File: src/hw/pcs_map.vh
// latency, compensation and coding constants for the pcs datapath
// What this block does
// all stage latencies counted in parallel word clock cycles
// fabric bridge, same clock, no gearing: three cycles, one when bypassed
// fabric bridge, different clocks, no gearing: up to five, average three, bypass one
// fabric bridge with gearing: one to five cycles, typically three, never bypassed
// transmit 8b10b encoder: two cycles, one when bypassed
// transmit bridge to serializer: two cycles, one when bypassed
// receive bridge from deserializer: fixed two cycles
// word alignment: at most four cycles, about three typically
// receive 8b10b decoder: fixed one cycle
// clock tolerance compensation: seven to twenty-three cycles, fifteen average, bypass one
// stage order rx: bridge, align, decode, compensation, fabric; tx: fabric, encode, bridge
// 8b10b coding for packet standards, plus uncoded 8-bit mode
`ifndef PCS_MAP_VH
`define PCS_MAP_VH

`define PCS_FAB_LAT 3
`define PCS_ENC_LAT 2
`define PCS_TXSER_LAT 2
`define PCS_RXSER_LAT 2
`define PCS_ALIGN_LAT 3
`define PCS_DEC_LAT 1
`define PCS_COMP_MID 15
`define PCS_COMP_LOW 7
`define PCS_COMP_HIGH 23
`define PCS_COMP_AW 5
`define PCS_SKIP_CHAR 8'h1c
`define PCS_COMMA_NEG 7'h1f
`define PCS_COMMA_POS 7'h60
`define PCS_K28_6B 6'h0f
`define PCS_ALT_4B 4'h7

`endif

File: src/hw/pcs_delay_line.v
// fixed-latency register pipeline with a one-cycle bypass path
module pcs_delay_line #(
  parameter W = 8,
  parameter DEPTH = 3
) (
  input wire clk,
  input wire rst_n,
  input wire bypass,
  input wire [W-1:0] din,
  output wire [W-1:0] dout
);
  reg [W-1:0] stage_ff [0:DEPTH-1];
  genvar g;
  generate
    for (g = 0; g < DEPTH; g = g + 1) begin : g_stage
      if (g == 0) begin : g_first
        always @(posedge clk or negedge rst_n) begin
          if (!rst_n) begin
            stage_ff[0] <= {W{1'b0}};
          end else begin
            stage_ff[0] <= din;
          end
        end
      end else if (g == DEPTH - 1) begin : g_last
        // last flop takes the input directly when bypassed
        always @(posedge clk or negedge rst_n) begin
          if (!rst_n) begin
            stage_ff[g] <= {W{1'b0}};
          end else begin
            stage_ff[g] <= bypass ? din : stage_ff[g-1];
          end
        end
      end else begin : g_mid
        always @(posedge clk or negedge rst_n) begin
          if (!rst_n) begin
            stage_ff[g] <= {W{1'b0}};
          end else begin
            stage_ff[g] <= stage_ff[g-1];
          end
        end
      end
    end
  endgenerate
  assign dout = stage_ff[DEPTH-1];
endmodule // pcs_delay_line

File: src/hw/pcs_clock_tolerance_compensation.v
// elastic buffer that adds or drops skip characters to hold its fill in band
`include "pcs_map.vh"
module pcs_clock_tolerance_compensation (
  input wire clk,
  input wire rst_n,
  input wire bypass,
  input wire in_valid,
  input wire [9:0] in_word,
  output reg out_valid_ff,
  output reg [9:0] out_word_ff
);
  reg [9:0] mem [0:(1<<`PCS_COMP_AW)-1];
  reg [`PCS_COMP_AW-1:0] wr_ptr_ff;
  reg [`PCS_COMP_AW-1:0] rd_ptr_ff;
  reg primed_ff;
  wire [`PCS_COMP_AW-1:0] fill = wr_ptr_ff - rd_ptr_ff;
  wire [9:0] head = mem[rd_ptr_ff];
  wire [9:0] next_head = mem[rd_ptr_ff + 5'h01];
  wire head_skip = head[8] && (head[7:0] == `PCS_SKIP_CHAR);

  always @(posedge clk) begin
    if (in_valid && !bypass) begin
      mem[wr_ptr_ff] <= in_word;
    end
  end

  // fill band control
  always @(posedge clk or negedge rst_n) begin
    if (!rst_n) begin
      wr_ptr_ff <= 5'h00;
      rd_ptr_ff <= 5'h00;
      primed_ff <= 1'b0;
      out_valid_ff <= 1'b0;
      out_word_ff <= 10'h000;
    end else if (bypass) begin
      wr_ptr_ff <= 5'h00;
      rd_ptr_ff <= 5'h00;
      primed_ff <= 1'b0;
      out_valid_ff <= in_valid;
      out_word_ff <= in_word;
    end else begin
      if (in_valid) begin
        wr_ptr_ff <= wr_ptr_ff + 5'h01;
      end
      if (!primed_ff) begin
        out_valid_ff <= 1'b0;
        if (fill >= `PCS_COMP_MID - 1) begin
          primed_ff <= 1'b1;
        end
      end else if (fill == 5'h00) begin
        // underflow: refill to the middle before reading again
        out_valid_ff <= 1'b0;
        primed_ff <= 1'b0;
      end else if (head_skip && fill <= `PCS_COMP_LOW) begin
        // repeat the skip to lengthen the delay
        out_valid_ff <= 1'b1;
        out_word_ff <= head;
      end else if (head_skip && fill >= `PCS_COMP_HIGH - 1 && fill >= 5'h02) begin
        // drop the skip to shorten the delay
        out_valid_ff <= 1'b1;
        out_word_ff <= next_head;
        rd_ptr_ff <= rd_ptr_ff + 5'h02;
      end else begin
        out_valid_ff <= 1'b1;
        out_word_ff <= head;
        rd_ptr_ff <= rd_ptr_ff + 5'h01;
      end
    end
  end
endmodule // pcs_clock_tolerance_compensation

File: src/hw/pcs_datapath.v
// transmit and receive coding datapath of one transceiver channel
`include "pcs_map.vh"
module pcs_datapath (
  input wire clk,
  input wire resetn,
  input wire mode_raw8,
  input wire gear_en,
  input wire fab_bypass,
  input wire tx_ser_bypass,
  input wire comp_bypass,
  input wire align_en,
  input wire [7:0] tx_data,
  input wire tx_k,
  output wire [9:0] tx_word,
  input wire [9:0] rx_word,
  input wire rx_word_valid,
  output wire [7:0] rx_data,
  output wire rx_k,
  output wire rx_valid,
  output wire rx_code_err,
  output reg rx_aligned_ff
);
  reg rst_meta_ff;
  reg rst_sync_ff;
  always @(posedge clk or negedge resetn) begin
    if (!resetn) begin
      rst_meta_ff <= 1'b0;
      rst_sync_ff <= 1'b0;
    end else begin
      rst_meta_ff <= 1'b1;
      rst_sync_ff <= rst_meta_ff;
    end
  end
  wire rst_n = rst_sync_ff;

  // coding tables, codes held as abcdei fghj with a in the msb
  function [5:0] enc6;
    input [4:0] x;
    begin
      case (x)
        5'd0: enc6 = 6'h27;
        5'd1: enc6 = 6'h1d;
        5'd2: enc6 = 6'h2d;
        5'd3: enc6 = 6'h31;
        5'd4: enc6 = 6'h35;
        5'd5: enc6 = 6'h29;
        5'd6: enc6 = 6'h19;
        5'd7: enc6 = 6'h38;
        5'd8: enc6 = 6'h39;
        5'd9: enc6 = 6'h25;
        5'd10: enc6 = 6'h15;
        5'd11: enc6 = 6'h34;
        5'd12: enc6 = 6'h0d;
        5'd13: enc6 = 6'h2c;
        5'd14: enc6 = 6'h1c;
        5'd15: enc6 = 6'h17;
        5'd16: enc6 = 6'h1b;
        5'd17: enc6 = 6'h23;
        5'd18: enc6 = 6'h13;
        5'd19: enc6 = 6'h32;
        5'd20: enc6 = 6'h0b;
        5'd21: enc6 = 6'h2a;
        5'd22: enc6 = 6'h1a;
        5'd23: enc6 = 6'h3a;
        5'd24: enc6 = 6'h33;
        5'd25: enc6 = 6'h26;
        5'd26: enc6 = 6'h16;
        5'd27: enc6 = 6'h36;
        5'd28: enc6 = 6'h0e;
        5'd29: enc6 = 6'h2e;
        5'd30: enc6 = 6'h1e;
        default: enc6 = 6'h2b;
      endcase
    end
  endfunction

  function [3:0] enc4;
    input [2:0] y;
    begin
      case (y)
        3'd0: enc4 = 4'hb;
        3'd1: enc4 = 4'h9;
        3'd2: enc4 = 4'h5;
        3'd3: enc4 = 4'hc;
        3'd4: enc4 = 4'hd;
        3'd5: enc4 = 4'ha;
        3'd6: enc4 = 4'h6;
        default: enc4 = 4'he;
      endcase
    end
  endfunction

  function [2:0] pop6;
    input [5:0] s;
    begin
      pop6 = {2'b00, s[0]} + {2'b00, s[1]} + {2'b00, s[2]} + {2'b00, s[3]} + {2'b00, s[4]} + {2'b00, s[5]};
    end
  endfunction

  function [2:0] pop4;
    input [3:0] f;
    begin
      pop4 = {2'b00, f[0]} + {2'b00, f[1]} + {2'b00, f[2]} + {2'b00, f[3]};
    end
  endfunction

  // returns {new running disparity, code}; disparity 1 is positive
  function [10:0] enc10;
    input [7:0] d;
    input k;
    input rd;
    reg [5:0] s;
    reg [3:0] f;
    reg rdm;
    reg alt;
    begin
      s = (k && d[4:0] == 5'd28) ? `PCS_K28_6B : enc6(d[4:0]);
      if (rd && (pop6(s) != 3'd3 || d[4:0] == 5'd7)) begin
        s = ~s;
      end
      rdm = rd ^ (pop6(s) != 3'd3);
      alt = (d[7:5] == 3'd7) && (k || (!rdm && (d[4:0] == 5'd17 || d[4:0] == 5'd18 || d[4:0] == 5'd20)) ||
            (rdm && (d[4:0] == 5'd11 || d[4:0] == 5'd13 || d[4:0] == 5'd14)));
      f = alt ? `PCS_ALT_4B : enc4(d[7:5]);
      // k28 balanced nibbles also follow the disparity
      if ((rdm && (pop4(f) != 3'd2 || d[7:5] == 3'd3)) ||
          (!rdm && k && d[4:0] == 5'd28 && pop4(f) == 3'd2 && d[7:5] != 3'd3)) begin
        f = ~f;
      end
      enc10 = {rdm ^ (pop4(f) != 3'd2), s, f};
    end
  endfunction

  // returns {code error, k flag, byte}
  function [9:0] dec10;
    input [9:0] c;
    reg [5:0] s;
    reg [3:0] f;
    reg [5:0] t6;
    reg [3:0] t4;
    reg [4:0] x;
    reg [2:0] y;
    reg e6;
    reg e4;
    reg kk;
    integer i;
    begin
      s = c[9:4];
      f = (c[9:4] == ~`PCS_K28_6B) ? ~c[3:0] : c[3:0];
      x = 5'd0;
      y = 3'd0;
      e6 = 1'b1;
      e4 = 1'b1;
      kk = 1'b0;
      for (i = 0; i < 32; i = i + 1) begin
        t6 = enc6(i[4:0]);
        if (t6 == s || ((~t6) == s && (pop6(t6) != 3'd3 || i == 7))) begin
          x = i[4:0];
          e6 = 1'b0;
        end
      end
      if (s == `PCS_K28_6B || s == ~`PCS_K28_6B) begin
        x = 5'd28;
        kk = 1'b1;
        e6 = 1'b0;
      end
      for (i = 0; i < 8; i = i + 1) begin
        t4 = enc4(i[2:0]);
        if (t4 == f || ((~t4) == f && (pop4(t4) != 3'd2 || i == 3))) begin
          y = i[2:0];
          e4 = 1'b0;
        end
      end
      if (f == `PCS_ALT_4B || f == ~`PCS_ALT_4B) begin
        y = 3'd7;
        e4 = 1'b0;
        if (x == 5'd23 || x == 5'd27 || x == 5'd29 || x == 5'd30) begin
          kk = 1'b1;
        end
      end
      dec10 = {e6 | e4, kk, y, x};
    end
  endfunction

  // stage figures below are word clock cycles
  // transmit order: fabric bridge, encoder, serializer bridge
  wire [8:0] tx_fab_out;
  wire fab_bypass_eff;
  // gearing removes the bypass path
  assign fab_bypass_eff = fab_bypass & ~gear_en;

  // same-clock bridge, three or one
  // single clock, so the unequal-clock case settles at its three-cycle average
  pcs_delay_line #(.W(9), .DEPTH(`PCS_FAB_LAT)) u_tx_fab (
    .clk(clk),
    .rst_n(rst_n),
    .bypass(fab_bypass_eff),
    .din({tx_k, tx_data}),
    .dout(tx_fab_out)
  );

  reg [8:0] enc_in_ff;
  reg [9:0] enc_out_ff;
  reg disp_ff;
  wire [10:0] enc_res = enc10(enc_in_ff[7:0], enc_in_ff[8], disp_ff);
  // encoder two cycles, raw path one
  // raw 8-bit mode leaves the byte uncoded
  always @(posedge clk or negedge rst_n) begin
    if (!rst_n) begin
      enc_in_ff <= 9'h000;
      enc_out_ff <= 10'h000;
      disp_ff <= 1'b0;
    end else begin
      enc_in_ff <= tx_fab_out;
      if (mode_raw8) begin
        enc_out_ff <= {2'b00, tx_fab_out[7:0]};
      end else begin
        enc_out_ff <= enc_res[9:0];
        disp_ff <= enc_res[10];
      end
    end
  end

  // serializer bridge two or one
  pcs_delay_line #(.W(10), .DEPTH(`PCS_TXSER_LAT)) u_tx_ser (
    .clk(clk),
    .rst_n(rst_n),
    .bypass(tx_ser_bypass),
    .din(enc_out_ff),
    .dout(tx_word)
  );

  // receive order: bridge, align, decode, compensation, fabric bridge
  wire [10:0] rx_ser_out;
  // deserializer bridge fixed two
  pcs_delay_line #(.W(11), .DEPTH(`PCS_RXSER_LAT)) u_rx_ser (
    .clk(clk),
    .rst_n(rst_n),
    .bypass(1'b0),
    .din({rx_word_valid, rx_word}),
    .dout(rx_ser_out)
  );

  reg [10:0] al_s1_ff;
  reg [10:0] al_s2_ff;
  reg [3:0] al_off_ff;
  reg [10:0] al_out_ff;
  wire [19:0] al_win = {al_s2_ff[9:0], al_s1_ff[9:0]};
  reg al_found;
  reg [3:0] al_found_off;
  reg [3:0] al_off_use;
  integer o;
  always @* begin
    al_found = 1'b0;
    al_found_off = 4'h0;
    for (o = 9; o >= 0; o = o - 1) begin
      if (al_win[19-o -: 7] == `PCS_COMMA_NEG || al_win[19-o -: 7] == `PCS_COMMA_POS) begin
        al_found = 1'b1;
        al_found_off = o[3:0];
      end
    end
    if (mode_raw8 || !align_en) begin
      al_off_use = 4'h0;
    end else if (al_found && al_s1_ff[10] && al_s2_ff[10]) begin
      al_off_use = al_found_off;
    end else begin
      al_off_use = al_off_ff;
    end
  end

  // alignment three cycles, under the four-cycle bound
  always @(posedge clk or negedge rst_n) begin
    if (!rst_n) begin
      al_s1_ff <= 11'h000;
      al_s2_ff <= 11'h000;
      al_off_ff <= 4'h0;
      al_out_ff <= 11'h000;
      rx_aligned_ff <= 1'b0;
    end else begin
      al_s1_ff <= rx_ser_out;
      al_s2_ff <= al_s1_ff;
      al_off_ff <= al_off_use;
      al_out_ff <= {al_s2_ff[10], al_win[19-al_off_use -: 10]};
      if (mode_raw8 || !align_en) begin
        rx_aligned_ff <= 1'b0;
      end else if (al_found && al_s1_ff[10] && al_s2_ff[10]) begin
        rx_aligned_ff <= 1'b1;
      end
    end
  end

  reg [10:0] dec_out_ff;
  wire [9:0] dec_res = dec10(al_out_ff[9:0]);
  // decoder one cycle
  // raw mode passes the low byte
  always @(posedge clk or negedge rst_n) begin
    if (!rst_n) begin
      dec_out_ff <= 11'h000;
    end else if (mode_raw8) begin
      dec_out_ff <= {al_out_ff[10], 2'b00, al_out_ff[7:0]};
    end else begin
      dec_out_ff <= {al_out_ff[10], dec_res & {10{al_out_ff[10]}}};
    end
  end

  wire comp_valid;
  wire [9:0] comp_word;
  // compensation buffer, fifteen nominal, one when bypassed
  pcs_clock_tolerance_compensation u_comp (
    .clk(clk),
    .rst_n(rst_n),
    .bypass(comp_bypass),
    .in_valid(dec_out_ff[10]),
    .in_word(dec_out_ff[9:0]),
    .out_valid_ff(comp_valid),
    .out_word_ff(comp_word)
  );

  wire [10:0] rx_fab_out;
  // receive fabric bridge, three or one
  // bypass ignored under gearing
  pcs_delay_line #(.W(11), .DEPTH(`PCS_FAB_LAT)) u_rx_fab (
    .clk(clk),
    .rst_n(rst_n),
    .bypass(fab_bypass_eff),
    .din({comp_valid, comp_word}),
    .dout(rx_fab_out)
  );

  assign rx_valid = rx_fab_out[10];
  assign rx_code_err = rx_fab_out[9];
  assign rx_k = rx_fab_out[8];
  assign rx_data = rx_fab_out[7:0];
endmodule // pcs_datapath

File: config.mk
export PLATFORM = sky130hd
export DESIGN_NAME = pcs_datapath
export DESIGN_NICKNAME = d
export VERILOG_FILES = /design/src/hw/pcs_delay_line.v /design/src/hw/pcs_clock_tolerance_compensation.v /design/src/hw/pcs_datapath.v
export VERILOG_INCLUDE_DIRS = /design/src /design/src/hw
export SDC_FILE = /design/constraint.sdc
export NUM_CORES = 1
export LEC_CHECK = 0
export BUFFER_PORTS_ARGS = -buffer_cell sky130_fd_sc_hd__buf_2
export CAP_MARGIN = 5
export CORE_UTILIZATION = 25
export CTS_CLUSTER_SIZE = 10
export DETAILED_ROUTE_END_ITERATION = 8
export PLACE_DENSITY = 0.46
export SLEW_MARGIN = 5
export SYNTH_ARGS = -nofsm -noshare
export SYNTH_HDL_FRONTEND = slang
export SYNTH_SLANG_ARGS = --single-unit
File: constraint.sdc
create_clock -name clk -period 13.29 [get_ports clk]
set_input_delay 1.9935 -clock clk [delete_from_list [all_inputs] [get_ports clk]]
set_output_delay 1.9935 -clock clk [all_outputs]
set_load 0.03 [all_outputs]
==> flow_summary.ini <==
[grt]
grt_pass1_wl_um = 102000
grt_max_degree = 78
antenna_found_initial = 0
number_of_global_route_vias_before_repair = 15200
grt_overflow_total = 0
grt_util_all_layers_pct = 13.6

[clocking]
clock_insertion_delay_worst_skew_ns = 0.66
tritoncts_num_sinks = 515
numCtsBuffers = 60
cts.root.buffer_cell = clkbuf_16
holdBufCountCts = 0
h-tree-depth = 2
cts_tree = yes
clk_pin_slew_ns = 0.06
post_cts_buffers = 0
post_cts_resized = 0
cts.path.max_buffers = 3

[worst_hold_path]
hold_path.class = reg -> reg
hold_end = u_rx_fab.stage_ff[15]
timing.hold.worst_path_depth = 0
start_point_of_the_worst_min_delay_path = u_rx_fab.stage_ff[26]

[logic_synthesis]
syn_nets = 1719
synthesis.area_per_instance_um2 = 14.9
number_of_enable_flip_flop_cells_after_synthesis = 320
synth_ff_type = edfxtp_1
total_number_of_yosys_warnings = 0
sequential_to_total_area_share_from_yosys_stat_pct = 59.0
synth.cell_area_um2 = 24600
synth_async_sr_flop_share_pct = 37.9
post_synthesis_cells = 1655
synth_cell_types = 74
synth.ff_latch_count = 515

[placed_design]
detailedPlacementHpwl_um = 44400
portBuffers = 49
finalWeightedCongestion = 0.857

[die]
floorplan.initialDensity_pct = 25.3
die_width_um = 316
ios = 50
core_region_area_um2 = 97000
floorplan_row_count = 114
total_die_area_um2 = 99600
die_h_um = 316

[sta]
fin_tns_setup_ns = 0
final.setup_skew_ns = 0.0570
timing.final.crit_share_pct = 83.5
fin_crit_ns = 11.10
final-hold-violation-count = 0
max_clock_freq_ghz = 0.0901
grt_setup_unrepaired = no
drv_slew = 0
setup-violations-final = 0
max-slew-margin-rel_pct = 14.3
worst-slew-pin-transition_ns = 1.29

[drt]
post_drt_wl_per_cell_um = 22.6
detailedRoute.firstPassIterationCount = 5
vias_per_cell = 4.94
drc = 0
route.vias.total = 14800
dr.first_iter.drc_count = 1380
final_antenna_net_count = 0
routed_wire_length_um = 67700

[run_status]
outcome = complete, no violations

[finish]
num-fill-cells = 9728
antenna-diode-count = 0
area_delta_synth_final_pct = 13.6
final_common_cell = edfxtp_1
final_cell_mix = 320 x edfxtp_1, 192 x dfrtp_1, 163 x mux4_2
final_nets = 1743
final_layout_size_suffix_gt1_share_pct = 23.3

[setup_path]
critPathLaunchType = flip-flop
critical_path.max_fanout = 8
max_stage_delay_on_crit_path_ns = 0.99
worst_r2r_startpoint = enc_in_ff[0]
worst-endpoint-required_ns = 13.76
crit-reg2reg-capture = disp_ff
crit_path_end_kind = flip-flop
cp.arrival_ns = 11.57
critical_path.most_common_cell = ha_1
crit_path_top_delay_cell = o31ai_1
worst-r2r-cell-count = 43
criticalPathCategory = reg -> reg
r2r_slack_ns = 2.19

[power]
power_leakage_nw = 9.81
report.power.total_mw = 4.77
power_density_nw_per_um2 = 171
power.ir.vdd_worst_v = 0.0000958

[job]
maxCapViolCount = 0
how the worst max path moves through the flow:
stage | start | end | slack (ns) | cells past startpoint
global route | enc_in_ff[1] | disp_ff | 1.32 | 43
floorplan | enc_in_ff[2] | disp_ff | 3.35 | 40
detailed placement | enc_in_ff[0] | disp_ff | 2.15 | 43
global placement | enc_in_ff[0] | disp_ff | 2.42 | 43
finish | enc_in_ff[0] | disp_ff | 2.19 | 43
CTS | enc_in_ff[0] | disp_ff | 2.07 | 43
Yosys cell counts, types with 7 or more instances:
master      n  area [um^2]
ha_1       29          363
dfrtp_1   195         4880
xnor2_1    13          114
o211ai_1   10         75.1
buf_4      24          180
a31oi_1    12         75.1
and3_1      7         43.8
mux2_2     56          631
a21oi_1    60          300
o31ai_1     8         60.1
a221oi_1    7         61.3
or3_1       9         56.3
nand2b_1    8         50.1
and2_1     11         68.8
o21ai_0    60          300
nor3_1     21          105
mux2i_1    83          831
inv_1      36          135
buf_1       7         26.3
edfxtp_1  320         9610
xor2_1     14          123
nand3b_1    9         67.6
nand3_1    19         95.1
nand4_1    11         68.8
o221ai_1   13          114
clkbuf_1   75          282
nor2b_1    18          113
mux4_2    163         3670
a22oi_1    15          113
fa_1        7          140
buf_2      22          110
nand2_1    92          345
nor2_1    101          379
o22ai_1    18          113
a211oi_1    8         60.1
metrics by stage:
stage	utilization, %	instances	instance area, um^2	setup slack (ns)	hold slack [ns]
CTS	28.8	2990	27900	2.07	0.314
global route	28.8	2990	27900	1.32	0.326
detailed placement	27.0	2893	26200	2.15	0.336
floorplan	-	1655	24600	3.35	0.331
global placement	27.0	2893	26200	2.42	0.332
finish	28.8	2990	27900	2.19	0.304
cell families (layout without fill, tap and decap cells):
group / count (synthesis) / after routing / synth area share [%]
other: 1 / 1 / 0.0153
and+or+nand+nor: 330 / 330 / 6.46
AOI/OAI and AO/OA: 271 / 271 / 7.36
muxes: 302 / 302 / 20.9
xor gates and xnor gates: 28 / 28 / 1.03
adders and majority gates: 36 / 36 / 2.05
buffers and inverters: 172 / 231 / 3.26
DFF: 515 / 515 / 59.0
power by group:
| group | switching, mW | internal [mW] | total (mW) | leakage [nW] |
|---|---|---|---|---|
| registers | 0.107 | 1.84 | 1.95 | 5.22 |
| clock network | 0.651 | 0.862 | 1.51 | 0.848 |
| logic | 0.730 | 0.581 | 1.31 | 3.73 |
| total | 1.49 | 3.28 | 4.77 | 9.81 |
state kept, by name, indices dropped and copies added (netlist names), 11 cells and up:
register,cells
al_out_ff,11
al_s1_ff,11
al_s2_ff,11
dec_out_ff,11
u_comp.mem,320
u_rx_fab.dout,11
u_rx_fab.stage_ff,22
u_rx_ser.dout,11
u_rx_ser.stage_ff,11
u_tx_fab.stage_ff,18
worst max-delay path, delay by kind of cell, from the launching register on:
family / cells / cell delay [ns]
AO/OA/AOI/OAI: 10 / 2.91
XOR/XNOR: 5 / 1.20
adder cells (fa/ha/maj): 15 / 4.86
buffers and inverters: 7 / 0.56
flip-flops: 1 / 0.45
AND/OR/NAND/NOR: 6 / 0.95
final cells by class:
cell class	instances	area, um^2	share of cell area, %
Sequential cell	515	14500	51.9
Multi-Input combinational cell	968	9340	33.4
Clock buffer	91	1680	6.01
Tap cell	1276	1600	5.72
Timing Repair Buffer	95	591	2.11
Inverter	39	146	0.524
Clock inverter	6	83.8	0.300
metal layers:
metal | global-route usage [%] | up-vias | part of all wire, %
li1 | - | 6478 | -
met1 | 19.0 | 7772 | 45
met2 | 22.2 | 446 | 48
met3 | 2.03 | 84 | 5.0
met4 | 3.14 | 0 | 2.0
met5 | 0 | - | 0
Note: power is estimated with default switching activity, not from simulation.
